## config.mk

```make
export PLATFORM = sky130hd
export DESIGN_NAME = cepg_top
export DESIGN_NICKNAME = d
export VERILOG_FILES = /design/src/design/cepg_top.v /design/src/design/cepg_sync_edge.v /design/src/design/cepg_tick_div.v
export VERILOG_INCLUDE_DIRS = /design/src /design/src/design
export SDC_FILE = /design/constraint.sdc
export NUM_CORES = 1
export LEC_CHECK = 0
export BUFFER_PORTS_ARGS = -buffer_cell sky130_fd_sc_hd__buf_2
export CORE_MARGIN = 2
export CORE_UTILIZATION = 60
export CTS_CLUSTER_SIZE = 24
export DETAILED_ROUTE_END_ITERATION = 8
export MAX_ROUTING_LAYER = met4
export PLACE_DENSITY = 0.8
export SLEW_MARGIN = 30
export SYNTH_ARGS = -nofsm -noshare
export SYNTH_HDL_FRONTEND = slang
export SYNTH_SLANG_ARGS = --single-unit
```

## constraint.sdc

```tcl
create_clock -name pclk -period 11.3 [get_ports pclk]
set_input_delay 1.13 -clock pclk [delete_from_list [all_inputs] [get_ports pclk]]
set_output_delay 1.13 -clock pclk [all_outputs]
set_load 0.05 [all_outputs]
```

## src/design/cepg_regs.vh

```
// Register map, field positions, reset values and timebase figures of the
// camera exposure pulse generator. Included by the top and tick divider design files and the bench checker.
`ifndef CEPG_REGS_VH
`define CEPG_REGS_VH

// Byte offsets on the APB register bus.
`define CEPG_OFS_RATE_MODE 12'h000
`define CEPG_OFS_POL_TB 12'h004
`define CEPG_OFS_WIDTH_CTL 12'h008
`define CEPG_OFS_STATUS 12'h00C
`define CEPG_OFS_ROUTE 12'h010

// Field positions.
`define CEPG_CNT_W 28
`define CEPG_BIT_SINGLE_PULSE 30
`define CEPG_BIT_SOURCE_SEL 31
`define CEPG_BIT_POL_INVERT 30
`define CEPG_BIT_DIVIDE_SEL 31
`define CEPG_BIT_RESTART 30
`define CEPG_BIT_FOLLOW 31
`define CEPG_ROUTE_FLD_W 4
`define CEPG_ROUTE_GP_BASE 16

// Writable bits of each control register; the rest read as zero.
`define CEPG_MASK_RATE_MODE 32'hCFFFFFFF
`define CEPG_MASK_POL_TB 32'hC0000000
`define CEPG_MASK_WIDTH_CTL 32'h8FFFFFFF
`define CEPG_MASK_ROUTE 32'hFFFFFFFF

// Reset values.
`define CEPG_RST_RATE_MODE 32'h00000000
`define CEPG_RST_POL_TB 32'h00000000
`define CEPG_RST_WIDTH_CTL 32'h00000000
`define CEPG_RST_ROUTE 32'h00000000

// Route selector codes that pick the generator waveform.
`define CEPG_ROUTE_CC_WAVE 4'h3
`define CEPG_ROUTE_GP_WAVE 4'h6

// Timebase: undivided and reduced rates in Hz, and their ratio.
`define CEPG_BASE_HZ 7372800
`define CEPG_REDUCED_HZ 57600
`define CEPG_DIV_RATIO (`CEPG_BASE_HZ / `CEPG_REDUCED_HZ)
`define CEPG_DIV_W 7

`endif

```

## src/design/cepg_top.v

```verilog
// Camera exposure pulse generator channel with its APB register slave.
// Assumes pclk at 50 MHz, a free-running crystal on xtal_clk_in, and that the
// master channel's raw_pulse_out feeds master_pulse_in on the same pclk.
//
// The register offsets and the APB interface to the registers were left to the implementer.
`timescale 1ns/1ps
`include "cepg_regs.vh"

// Function
// - Timebase is free-running crystal, acquisition independent.
// - Divide select picks base clock or /128.
// - Base 7.3728 MHz, reduced 57.6000 KHz.
// - Period and width are 28-bit timebase counts.
// - Restart write clears counter, starts fresh cycle.
// - Invert bit flips waveform to active low.
// - Free-run uses period and width; single-pulse width.
// - Source select: encoder when 1, trigger 0.
// - Free-run: assert after zero, drop at width, wrap.
// - Single-pulse: wait event, pulse width, return zero.
// - Follow-master bit copies master channel timing.
// - Camera-control route code 3 carries waveform.
// - General output route code 6, many outputs.
// - First register: period, single-pulse, source select.
// - Second: invert, divide; third: width, restart, follow.
module cepg_top #(
   parameter N_CC = 4,
   parameter N_GP = 4
) (
   input wire pclk,
   input wire presetn,
   input wire [11:0] paddr,
   input wire psel,
   input wire penable,
   input wire pwrite,
   input wire [31:0] pwdata,
   input wire [3:0] pstrb,
   output reg [31:0] prdata,
   output wire pready,
   output reg pslverr,
   input wire xtal_clk_in,
   input wire trigger_in,
   input wire encoder_in,
   input wire master_pulse_in,
   output wire raw_pulse_out,
   output reg [N_CC-1:0] cc_out,
   output reg [N_GP-1:0] gp_out
);
   // Control registers.
   reg [31:0] rate_mode_q;
   reg [31:0] pol_tb_q;
   reg [31:0] width_ctl_q;
   reg [31:0] route_q;

   // Generator state.
   reg [`CEPG_CNT_W-1:0] cnt_q;
   reg [`CEPG_CNT_W-1:0] cnt_d;
   reg pend_q;
   reg pend_d;
   reg raw_q;
   reg [N_CC-1:0] cc_d;
   reg [N_GP-1:0] gp_d;

   // Bus decode.
   wire setup_rd;
   wire access_wr;
   wire restart;
   wire hit;

   // Counter clear sources.
   wire mode_flip;
   wire cnt_clr;

   // Field views.
   wire [`CEPG_CNT_W-1:0] period_value;
   wire [`CEPG_CNT_W-1:0] pulse_width_value;
   wire single_pulse_mode;
   wire pulse_source_select;
   wire polarity_invert;
   wire timebase_divide_select;
   wire follow_master;

   // Timebase and events.
   wire base_tick;
   wire tick;
   wire trig_rise;
   wire enc_rise;
   wire event_rise;
   wire own_pulse;
   wire wave;
   wire busy;
   wire [`CEPG_CNT_W:0] cnt_inc;

   // Merges write data into a register under byte strobes and a bit mask.
   function [31:0] apply_wr;
      input [31:0] old_val;
      input [31:0] new_val;
      input [3:0] strb;
      input [31:0] mask;
      integer i;
      reg [31:0] tmp;
      begin
         tmp = old_val;
         for (i = 0; i < 4; i = i + 1) begin
            if (strb[i]) begin
               tmp[i*8 +: 8] = new_val[i*8 +: 8];
            end
         end
         apply_wr = tmp & mask;
      end
   endfunction

   // True when a route field holds the given selector code.
   function route_is;
      input [31:0] route;
      input integer idx;
      input [`CEPG_ROUTE_FLD_W-1:0] code;
      begin
         route_is = (route[idx*`CEPG_ROUTE_FLD_W +: `CEPG_ROUTE_FLD_W] == code);
      end
   endfunction

   // True for any decoded register offset.
   function addr_hit;
      input [11:0] addr;
      begin
         addr_hit = (addr == `CEPG_OFS_RATE_MODE) || (addr == `CEPG_OFS_POL_TB) ||
                    (addr == `CEPG_OFS_WIDTH_CTL) || (addr == `CEPG_OFS_STATUS) ||
                    (addr == `CEPG_OFS_ROUTE);
      end
   endfunction

   // The slave never waits: every access phase completes in one cycle.
   assign pready = 1'b1;
   assign setup_rd = psel & ~penable & ~pwrite;
   assign access_wr = psel & penable & pwrite;
   assign hit = addr_hit(paddr);

   assign period_value = rate_mode_q[`CEPG_CNT_W-1:0];
   assign single_pulse_mode = rate_mode_q[`CEPG_BIT_SINGLE_PULSE];
   assign pulse_source_select = rate_mode_q[`CEPG_BIT_SOURCE_SEL];
   assign polarity_invert = pol_tb_q[`CEPG_BIT_POL_INVERT];
   assign timebase_divide_select = pol_tb_q[`CEPG_BIT_DIVIDE_SEL];
   assign pulse_width_value = width_ctl_q[`CEPG_CNT_W-1:0];
   assign follow_master = width_ctl_q[`CEPG_BIT_FOLLOW];

   // The restart bit is never stored; a write of 1 acts once and reads back 0.
   assign restart = access_wr & (paddr == `CEPG_OFS_WIDTH_CTL) & pstrb[3] &
                    pwdata[`CEPG_BIT_RESTART];

   // A write that flips the single-pulse mode bit also clears the counter and
   // the pending event, so a cycle left over from the old mode can neither
   // stretch into a pulse nor wait for an event that never comes.
   assign mode_flip = access_wr & (paddr == `CEPG_OFS_RATE_MODE) & pstrb[3] &
                      (pwdata[`CEPG_BIT_SINGLE_PULSE] != single_pulse_mode);
   assign cnt_clr = restart | mode_flip;

   // Register writes take effect at the access phase.
   // Writes to the status register or to unmapped offsets are ignored.
   always @(posedge pclk or negedge presetn) begin
      if (!presetn) begin
         rate_mode_q <= `CEPG_RST_RATE_MODE;
         pol_tb_q <= `CEPG_RST_POL_TB;
         width_ctl_q <= `CEPG_RST_WIDTH_CTL;
         route_q <= `CEPG_RST_ROUTE;
      end else if (access_wr) begin
         case (paddr)
            `CEPG_OFS_RATE_MODE: begin
               rate_mode_q <= apply_wr(rate_mode_q, pwdata, pstrb, `CEPG_MASK_RATE_MODE);
            end
            `CEPG_OFS_POL_TB: begin
               pol_tb_q <= apply_wr(pol_tb_q, pwdata, pstrb, `CEPG_MASK_POL_TB);
            end
            `CEPG_OFS_WIDTH_CTL: begin
               width_ctl_q <= apply_wr(width_ctl_q, pwdata, pstrb, `CEPG_MASK_WIDTH_CTL);
            end
            `CEPG_OFS_ROUTE: begin
               route_q <= apply_wr(route_q, pwdata, pstrb, `CEPG_MASK_ROUTE);
            end
            default: begin
               route_q <= route_q;
            end
         endcase
      end
   end

   // Read data and error are loaded in the setup cycle so that both come
   // from flops during the zero-wait access phase.
   always @(posedge pclk or negedge presetn) begin
      if (!presetn) begin
         prdata <= 32'h00000000;
         pslverr <= 1'b0;
      end else if (psel & ~penable) begin
         pslverr <= ~hit;
         prdata <= 32'h00000000;
         if (setup_rd) begin
            case (paddr)
               `CEPG_OFS_RATE_MODE: begin
                  prdata <= rate_mode_q;
               end
               `CEPG_OFS_POL_TB: begin
                  prdata <= pol_tb_q;
               end
               `CEPG_OFS_WIDTH_CTL: begin
                  prdata <= width_ctl_q;
               end
               `CEPG_OFS_STATUS: begin
                  prdata <= {1'b0, busy, pend_q, raw_q, cnt_q};
               end
               `CEPG_OFS_ROUTE: begin
                  prdata <= route_q;
               end
               default: begin
                  prdata <= 32'h00000000;
               end
            endcase
         end
      end
   end

   // The crystal is sampled on pclk; each of its rising edges is one base tick,
   // so the timebase never depends on camera or acquisition state.
   cepg_sync_edge u_xtal_sync (
      .clk(pclk),
      .rst_n(presetn),
      .din(xtal_clk_in),
      .level(),
      .rise(base_tick)
   );

   // In divided mode the tick is every 128th crystal edge; the prescaler phase is
   // not reset by a mode change, so the first divided tick may come early.
   cepg_tick_div u_tick_div (
      .clk(pclk),
      .rst_n(presetn),
      .base_tick(base_tick),
      .div_sel(timebase_divide_select),
      .tick(tick)
   );

   // Trigger and encoder pins are event sources for single-pulse mode only; both
   // are synchronised even when unused so that a source switch sees settled edges.
   cepg_sync_edge u_trig_sync (
      .clk(pclk),
      .rst_n(presetn),
      .din(trigger_in),
      .level(),
      .rise(trig_rise)
   );

   cepg_sync_edge u_enc_sync (
      .clk(pclk),
      .rst_n(presetn),
      .din(encoder_in),
      .level(),
      .rise(enc_rise)
   );

   // Only the selected source can start a pulse; the other pin is ignored.
   assign event_rise = pulse_source_select ? enc_rise : trig_rise;
   assign busy = (cnt_q != {`CEPG_CNT_W{1'b0}});
   assign cnt_inc = {1'b0, cnt_q} + 1'b1;

   // Event latch for single-pulse mode; events during a pulse are dropped.
   // A pending event is consumed by the tick that loads count one.
   always @* begin
      pend_d = pend_q;
      if (cnt_clr | ~single_pulse_mode) begin
         pend_d = 1'b0;
      end else if (tick & ~busy & pend_q) begin
         pend_d = 1'b0;
      end else if (event_rise & ~busy) begin
         pend_d = 1'b1;
      end
   end

   // Counter: advances once per timebase tick.
   always @* begin
      cnt_d = cnt_q;
      if (cnt_clr) begin
         cnt_d = {`CEPG_CNT_W{1'b0}};
      end else if (tick) begin
         if (single_pulse_mode) begin
            if (!busy) begin
               cnt_d = pend_q ? {{(`CEPG_CNT_W-1){1'b0}}, 1'b1} : cnt_q;
            end else if (cnt_inc >= {1'b0, pulse_width_value}) begin
               cnt_d = {`CEPG_CNT_W{1'b0}};
            end else begin
               cnt_d = cnt_inc[`CEPG_CNT_W-1:0];
            end
         end else if (cnt_inc >= {1'b0, period_value}) begin
            cnt_d = {`CEPG_CNT_W{1'b0}};
         end else begin
            cnt_d = cnt_inc[`CEPG_CNT_W-1:0];
         end
      end
   end

   // Active from count 1 until the count reaches the width; period is unused
   // in single-pulse mode because the counter returns to zero at the width.
   assign own_pulse = busy & (single_pulse_mode | (cnt_q < pulse_width_value));

   // A follower copies the master's uninverted pulse one pclk late and applies its
   // own polarity, so master and follower lines may be set to opposite senses.
   always @(posedge pclk or negedge presetn) begin
      if (!presetn) begin
         cnt_q <= {`CEPG_CNT_W{1'b0}};
         pend_q <= 1'b0;
         raw_q <= 1'b0;
      end else begin
         cnt_q <= cnt_d;
         pend_q <= pend_d;
         raw_q <= follow_master ? master_pulse_in : own_pulse;
      end
   end

   assign raw_pulse_out = raw_q;
   assign wave = raw_q ^ polarity_invert;

   // Output routing; unselected outputs idle low.
   // Camera line i takes route bits 4i+3..4i and general output i takes route bits
   // 4i+19..4i+16; codes other than the waveform code leave the pin low.
   always @* begin : route_blk
      integer k;
      cc_d = {N_CC{1'b0}};
      gp_d = {N_GP{1'b0}};
      for (k = 0; k < N_CC; k = k + 1) begin
         cc_d[k] = route_is(route_q, k, `CEPG_ROUTE_CC_WAVE) & wave;
      end
      for (k = 0; k < N_GP; k = k + 1) begin
         gp_d[k] = route_is(route_q, k + `CEPG_ROUTE_GP_BASE / `CEPG_ROUTE_FLD_W,
                            `CEPG_ROUTE_GP_WAVE) & wave;
      end
   end

   // Outputs are registered so that the pins never see decoder glitches when the
   // route register is rewritten.
   always @(posedge pclk or negedge presetn) begin
      if (!presetn) begin
         cc_out <= {N_CC{1'b0}};
         gp_out <= {N_GP{1'b0}};
      end else begin
         cc_out <= cc_d;
         gp_out <= gp_d;
      end
   end
endmodule // cepg_top

```

## src/design/cepg_sync_edge.v

```verilog
// Two-flop synchroniser with rising-edge detection for one pin input.
// Assumes the pin is asynchronous to clk and held at least two clk periods per level.
`timescale 1ns/1ps

module cepg_sync_edge (
   input wire clk,
   input wire rst_n,
   input wire din,
   output wire level,
   output wire rise
);
   reg meta_q;
   reg sync_q;
   reg prev_q;

   always @(posedge clk or negedge rst_n) begin
      if (!rst_n) begin
         meta_q <= 1'b0;
         sync_q <= 1'b0;
         prev_q <= 1'b0;
      end else begin
         meta_q <= din;
         sync_q <= meta_q;
         prev_q <= sync_q;
      end
   end

   assign level = sync_q;
   assign rise = sync_q & ~prev_q;
endmodule // cepg_sync_edge

```

## src/design/cepg_tick_div.v

```verilog
// Timebase tick selector: passes the base tick or every Nth base tick.
// Assumes base_tick is a one-cycle pulse on clk, one per crystal period.
`timescale 1ns/1ps
`include "cepg_regs.vh"

module cepg_tick_div (
   input wire clk,
   input wire rst_n,
   input wire base_tick,
   input wire div_sel,
   output wire tick
);
   localparam [31:0] LAST = `CEPG_DIV_RATIO - 1;

   reg [`CEPG_DIV_W-1:0] pre_q;
   wire wrap;

   assign wrap = (pre_q == LAST[`CEPG_DIV_W-1:0]);

   // The prescaler runs free so that switching ratio never stalls the timebase.
   always @(posedge clk or negedge rst_n) begin
      if (!rst_n) begin
         pre_q <= {`CEPG_DIV_W{1'b0}};
      end else if (base_tick) begin
         pre_q <= wrap ? {`CEPG_DIV_W{1'b0}} : pre_q + 1'b1;
      end
   end

   assign tick = base_tick & (~div_sel | wrap);
endmodule // cepg_tick_div

```

### Yosys cells after proc, flatten, opt, wreduce, memory -nomap -nowiden

Cells that the tools add are included.

* bits in registers: 180

* $add $sub $neg: 2
* $lt $le $gt $ge: 3
* equality and inequality tests: 15
* multiplexer cells: 15
* bitwise gates (word level): 40
* reductions and logical operators: 22

Operator list (number)
* $mux W28: 7
* $pmux W32 S5: 1
* $ge A29 B28 Y1: 2
* $reduce_and A3 Y1: 13
* $mux W32: 1
* $add A28 B1 Y29 const B: 1
* $lt A28 B28 Y1: 1
* $reduce_bool A28 Y1: 1
* $and A1 B1 Y1: 26
* $eq A12 B4 Y1 const B: 2
* $eq A4 B2 Y1 const B: 4
* $eq A4 B3 Y1 const B: 4
* $eq A12 B3 Y1 const B: 1
* $eq A12 B5 Y1 const B: 1
* $logic_not A12 Y1: 1
* $not A1 Y1: 9
* $add A7 B1 Y7 const B: 1
* $eq A7 B7 Y1 const B: 1
* $mux W7: 1
* $mux W1: 5
* $logic_or A1 B1 Y1: 4
* $ne A4 B1 Y1 const B: 1
* $or A1 B1 Y1: 4
* $reduce_bool A3 Y1: 1
* 4 further kinds: 4

### Logic depth before layout (Yosys ltp)

Gate-level depths: netlist of the first run.

* depth after elaboration: 8
* mapped depth: 18

### Hierarchy

Synthesis of the first run repeated with hierarchy kept, for this count alone.

* cell total of the unflattened synthesis: 1028
* area total of the unflattened synthesis: 10133.5 µm²

Modules (own cells, without submodules)
* cepg_top: times used 1, cells an instance 981, area an instance 9515.4 µm²
* cepg_tick_div: times used 1, cells an instance 35, area an instance 351.6 µm²
* cepg_sync_edge: times used 3, cells an instance 4, area an instance 88.8 µm²

### Least setup slack after synthesis of the first run

No wires, ideal clock.

* path kind: flip-flop to flip-flop
* start: register cnt_q[5]
* end: register cnt_q[19]
* arrival: 3.583 ns
* data required time: 11.179 ns
* slack: 7.596 ns
* cell stages (with the launch flop): 19
* path buffers: 4
* clock period less this slack: 3.704 ns
* path through: dfrtp_1 buf_2 nand2_1 or3b_1 buf_2 nor3_2 and2_1 buf_2 nand3_1 xnor2_1 ha_1 nand4_1 nor4_1 a22oi_1 a31oi_2 nor3b_4 or2_4 buf_6 a22o_1

* word-level cells in the longest chain between the ends: 7
* elaborated cells on any way between the ends: 12
* classes of those cells: add/sub: 1; order compare: 2; eq/ne: 1; mux: 6; reduce/logical: 2

Ends and longest elaborated chain
* start, declared: RTL line cepg_top.v:55 `` reg [`CEPG_CNT_W-1:0] cnt_q; ``
* start signal, assigned: RTL line cepg_top.v:306 `` cnt_q <= {`CEPG_CNT_W{1'b0}}; ``
* start signal, assigned: RTL line cepg_top.v:310 `cnt_q <= cnt_d;`
* $add A28 B1 Y29: RTL line cepg_top.v:261 `assign cnt_inc = {1'b0, cnt_q} + 1'b1;`
* $ge A29 B28 Y1: RTL line cepg_top.v:285 `end else if (cnt_inc >= {1'b0, pulse_width_value}) begin`
* $mux W28: RTL line cepg_top.v:285
* $mux W28: RTL line cepg_top.v:283 `if (!busy) begin`
* $mux W28: RTL line cepg_top.v:282 `if (single_pulse_mode) begin`
* $mux W28: RTL line cepg_top.v:281 `end else if (tick) begin`
* $mux W28: RTL line cepg_top.v:279 `if (cnt_clr) begin`

Parallel ways exist; a longest one is shown, timed or not. The select of a mux whose other input is x is not followed.
A chain may end at the register's enable or synchronous reset.

### Worst setup path in the final report of the first run

* start: register cnt_q[5]
* end: register cnt_q[27]

The elaborated chain is that of the path after synthesis.

==> out/results.txt, run 1 <==
status: finished, final reports clean
Post-Route WL: 25.2 mm
vias: 8107
antenna-violating nets left: 0
I/O pins: 100
syn_area_per_cell: 10.0 sq um
Overall Power: 1480 uW
Final setup viols: 0
Final Cycle Share: 0.381
Hold Fails Final Rpt: 0
worst hold path class: flop to flop
crit path DAT: 4.66 ns
DRT Pass-1 Iters: 9
relative slew slack: 0.329
Post-CTS Setup Bufs: 0
Post-synth top cells: 180 x dfrtp_1, 145 x nand2_1, 87 x ha_1
CP endpoint kind: flop
synthesized area: 0.0102 sq mm
post-synth net total: 1161
Initial Util: 0.613
worst vdd ir: 116 uV
Worst EP required: 11.66 ns
r2r setup slk: 7.00 ns
CP startpoint kind: flop
Crit Path Class: flop to flop
Setup WS pre-CTS: 7.09 ns
top cell type's share of synthesized area: 0.443
clock-pin slew on the worst setup and hold paths: 0.06 ns
Least-Margin Pin Slew: 1.00 ns
clk buf depth: 2
RSZ-0062 raised after global routing: no
layout cells sized above 1: 0.170
fin cells: 1318
clk sinks: 180
CTS buffer count: 17
GRT Util Overall: 0.302
Seq/Total Area, Yosys: 0.443
number of nets in the layout: 1231
# diodes: 0
Synth area leaders: dfrtp_1 44%, ha_1 11%, nand2_1 5.4%
CORE AREA: 0.0166 sq mm
setup_tns: 0 ns
WHS Endpoint: u_enc_sync.level$_DFF_PN0_
worst skew pair latency: 0.43 ns
Post-synth top flop: dfrtp_1
gpl congestion: 0.944
PostCTS Resize Cnt: 0
placed wire-length estimate: 18.2 mm
dominant cell type by area after synthesis: dfrtp_1
Overflow after GRT: 0
Synth Instances: 1017
largest net degree at the start of global routing: 99
DRT iter0 DRCs: 1005
TritonCTS clock tree: yes
min-delay src: u_enc_sync.meta_q$_DFF_PN0_
Remaining DRCs: 0
CTS Hold Buffers Added: 0
final hold slack: 0.352 ns
FF+latch count, synth: 180
max-capacitance violation count: 0
count leader, synth: dfrtp_1
Leak Pwr: 0.00563 uW
global-route wire length before repair: 41.9 mm
Worst Skew: 0.00865 ns
Hold Path Stages: 0
crit path max fanout: 21
die area: 0.0180 sq mm
Placed Instances: 1288
Netlist cell types: 63
count of pins over their slew limit: 0
Placement Rows: 47
wire per inst: 19.1 microns
IO buf count: 98
Synth async-reset ratio: 1.00
clock root cell: clkbuf_16
Fmax: 233 MHz
die width: 134 microns
Syn-to-layout area delta: 11.9%
Final WS setup: 7.00 ns
vias in the first global route: 8140
EDFF count, synth: 0
Vias/cell: 6.15
chip height: 134 microns
initial antenna violation count: 0
PD cells: 130 mW/mm^2
Worst Reg-to-Reg Cells: 14
H-tree levels: 4
Final min period: 4.30 ns
r2r startpoint: cnt_q[5]$_DFFE_PN0P_
Ys Warns: 0
worst reg2reg path endpoint: cnt_q[27]$_DFFE_PN0P_
Layout fillers: 1312
==> power by group <==
part / total [uW] / switching, uW / internal, uW / leakage, uW
registers: 686 / 22.7 / 663 / 0.00233
logic: 187 / 118 / 68.9 / 0.00302
clock network: 610 / 243 / 367 / 0.000286
total: 1480 / 384 / 1100 / 0.00563
==> layer usage <==
metal | up-vias | wire length (microns) | track usage
met5 | - | 0 | -
met4 | 0 | 558 | 0.0924
met3 | 39 | 1260 | 0.0476
met2 | 258 | 12300 | 0.481
met1 | 3993 | 11100 | 0.404
li1 | 3817 | - | -
==> sequential cells by signal, summed over array words and instances (netlist names), 2 cells and up <==
name              count
prdata               32
cnt_q                28
gp_out                4
route_is.route       32
cc_out                4
u_tick_div.pre_q      7
pol_tb_q              2
width_ctl_q          29
rate_mode_q          30
==> area by class of cell <==
cell class	instances	area (sq um)	share of cell area
clock buffers	20	437	0.0384
well taps	220	275	0.0242
multi-input cells	721	5210	0.458
repair buffers	106	563	0.0495
inverters	61	229	0.0201
flip-flops and latches	180	4500	0.396
clock inverters	10	159	0.0140
==> cells in the final DEF, fill, tap and decap left out, types with 28 or more instances in the layout <==
master    count
mux2_1       32
a222oi_1     29
a21oi_1      28
mux2_2       36
buf_2        97
dfrtp_1     180
o21ai_0      66
nand2_1     145
inv_1        61
ha_1         87
o21ai_1      39
==> worst max-delay path: stages (launching register included) <==
cell and delay, ns:
dfrtp_1 0.53, nand2_1 0.20, or3b_1 0.55, nor3_2 0.21
and2_1 0.34, nand2_1 0.11, xnor2_1 0.27, ha_1 0.32
a21oi_1 0.14, a21boi_0 0.10, a211oi_1 0.23, a211oi_1 0.16
nor4_4 0.45, or2_4 0.41, a22o_1 0.21
==> cell families after synthesis <==
| family | Yosys count | share of synthesized area |
|---|---|---|
| AND/OR/NAND/NOR | 296 | 0.146 |
| flip-flops | 180 | 0.443 |
| XOR/XNOR | 31 | 0.0267 |
| buffers and inverters | 116 | 0.0473 |
| multiplexers | 68 | 0.0753 |
| AO/OA/AOI/OAI | 238 | 0.155 |
| other | 1 | 0.000369 |
| adder cells (fa/ha/maj) | 87 | 0.107 |
==> metrics by stage <==
stage	cell area [sq um]	util
floorplan	10200	-
global placement	10800	0.649
detailed placement	10800	0.650
CTS	11400	0.686
global route	11400	0.686
finish	11400	0.686
==> how the worst max path moves through the flow <==
| stage | from | endpoint | slack [ns] | cells past startpoint |
|---|---|---|---|---|
| after global placement | cnt_q[5]$_DFFE_PN0P_ | cnt_q[23]$_DFFE_PN0P_ | 7.25 | 14 |
| after global routing | cnt_q[0]$_DFFE_PN0P_ | cnt_q[11]$_DFFE_PN0P_ | 6.68 | 14 |
| after detailed placement | cnt_q[5]$_DFFE_PN0P_ | cnt_q[24]$_DFFE_PN0P_ | 7.09 | 14 |
| after floorplan | cnt_q[5]$_DFFE_PN0P_ | cnt_q[19]$_DFFE_PN0P_ | 7.60 | 18 |
| after CTS | cnt_q[5]$_DFFE_PN0P_ | cnt_q[27]$_DFFE_PN0P_ | 7.08 | 14 |
| final | cnt_q[5]$_DFFE_PN0P_ | cnt_q[27]$_DFFE_PN0P_ | 7.00 | 14 |
(Power assumes the default switching activity.)
==> inputs of run 2 (changes only) <==
Clock period 11.3 ns to 4.05 ns, I/O delays scaled along.
==> run 2 against run 1 <==
Utilization rose by 1.2 points. Clock skew rose by 0.0018 ns. Die area did not move. Count of clock-buffer cells in the layout fell by 1. Non-clock buffer count rose by 25. Setup slack got worse by 6.8 ns. Critical path type unchanged. Critical endpoint is now cnt_q[5]$_DFFE_PN0P_. Largest cell class unchanged.
==> out/results.txt, run 2 (synthesis gave the netlist of run 1 again) <==
CP endpoint kind: flop
chip height: 134 microns
most frequent cells in the layout: 179 x dfrtp_1, 145 x nand2_1, 97 x buf_2
number of nets in the layout: 1257
Remaining DRCs: 0
GRT Util Overall: 0.310
crit path max fanout: 7
clk buf depth: 2
DRT iter0 DRCs: 756
Initial Util: 0.613
initial antenna violation count: 0
Placement Rows: 47
count of pins over their slew limit: 0
clk sinks: 180
Final Util: 0.698
Crit Path Class: flop to flop
most common cell after layout, fill and taps aside: dfrtp_1
CORE AREA: 0.0166 sq mm
Final Cycle Share: 0.957
Least-Margin Pin Slew: 1.03 ns
H-tree levels: 4
largest net degree at the start of global routing: 94
TritonCTS clock tree: yes
vias: 8346
die area: 0.0180 sq mm
relative slew slack: 0.313
Overall Power: 4100 uW
CTS buffer count: 17
max-capacitance violation count: 0
Worst EP required: 4.40 ns
antenna-violating nets left: 0
crit path DAT: 4.23 ns
layout cells sized above 1: 0.194
global-route wire length before repair: 42.9 mm
worst skew pair latency: 0.45 ns
DRT Pass-1 Iters: 7
CTS Hold Buffers Added: 0
worst vdd ir: 344 uV
I/O pins: 100
clock root cell: clkbuf_16
worst hold path class: input port to async pin
Syn-to-layout area delta: 13.8%
vias in the first global route: 8473
Fmax: 258 MHz
placed wire-length estimate: 18.6 mm
Final min period: 3.88 ns
Vias/cell: 6.21
IO buf count: 98
wire per inst: 19.4 microns
Post-Route WL: 26.1 mm
gpl congestion: 0.940
die width: 134 microns
PD cells: 354 mW/mm^2
# diodes: 0
clock-pin slew on the worst setup and hold paths: 0.07 ns
Final setup viols: 0
RSZ-0062 raised after global routing: no
Leak Pwr: 0.00578 uW
Worst Skew: 0.0104 ns
Hold Fails Final Rpt: 0
status: finished, final reports clean
CP startpoint kind: flop
Overflow after GRT: 0
run 2: cell count changes in the layout (fill, tap and decap cells not counted), moves of 2 or more:
cell	before	now
clkbuf_1	3	1
clkinv_4	1	4
buf_4	7	32
bufinv_16	4	2
run 2: power breakdown:
group | internal (uW) | switching [uW] | total, uW
sequential | 1850 | 55.0 | 1910
clock | 922 | 720 | 1640
combinational | 208 | 341 | 549
total | 2980 | 1120 | 4100
run 2: path summary, 6_finish.rpt:
check,end,depth (start not counted),from,slack (ns)
worst max-delay path,cnt_q[5]$_DFFE_PN0P_,15,cnt_q[1]$_DFFE_PN0P_,0.17
worst min-delay path,route_is.route[26]$_DFFE_PN0P_,1,presetn,0.05
worst max register to register,cnt_q[5]$_DFFE_PN0P_,15,cnt_q[1]$_DFFE_PN0P_,0.17
worst min register to register,u_xtal_sync.level$_DFF_PN0_,0,u_xtal_sync.meta_q$_DFF_PN0_,0.35
max in group asynchronous,cnt_q[1]$_DFFE_PN0P_,2,presetn,3.12
min in group pclk,u_trig_sync.meta_q$_DFF_PN0_,1,trigger_in,0.06
run 2: per-stage QoR:
step	hold WS (ns)	instance area, sq um	setup slack [ns]	TNS, ns	std cells
floorplan	0.109	10200	0.346	0	1017
global route	0.0621	11600	0.00879	0	1345
detailed placement	0.336	10900	-0.00139	-0.00139	1310
global placement	0.337	10900	0.191	0	1310
CTS	0.0599	11500	0.00492	0	1341
finish	0.0535	11600	0.172	0	1345
run 2: routing by layer:
layer,wire length [microns],track usage
met5,0,-
met4,799,0.136
met3,1410,0.0510
met2,12600,0.493
met1,11300,0.396
run 2: timing repair:
action | in CTS | in global routing
pin swaps | 0 | 3
setup buffers | 0 | 3
resized for setup | 1 | 5
endpoints found under the setup margin | 21 | 26
gates cloned | 0 | 1
run 2: layout make-up:
type                    instances  area [sq um]
flip-flops and latches        180          4510
repair buffers                131           757
inverters                      61           229
clock inverters                12           131
well taps                     220           275
clock buffers                  19           443
multi-input cells             722          5230
fillers                      1306          5010
run 2: worst max-delay path, stage by stage (launching register included):
cell and delay (ns):
dfrtp_2 0.42, and3_1 0.20, or3b_1 0.40, nor3_2 0.21, and2_1 0.32, nand2_1 0.11
xnor2_1 0.28, ha_1 0.33, a21oi_1 0.14, a21boi_0 0.14, a211oi_1 0.28, a211oi_2 0.15
nor4_4 0.28, buf_4 0.22, nor2_1 0.09, o211ai_1 0.21
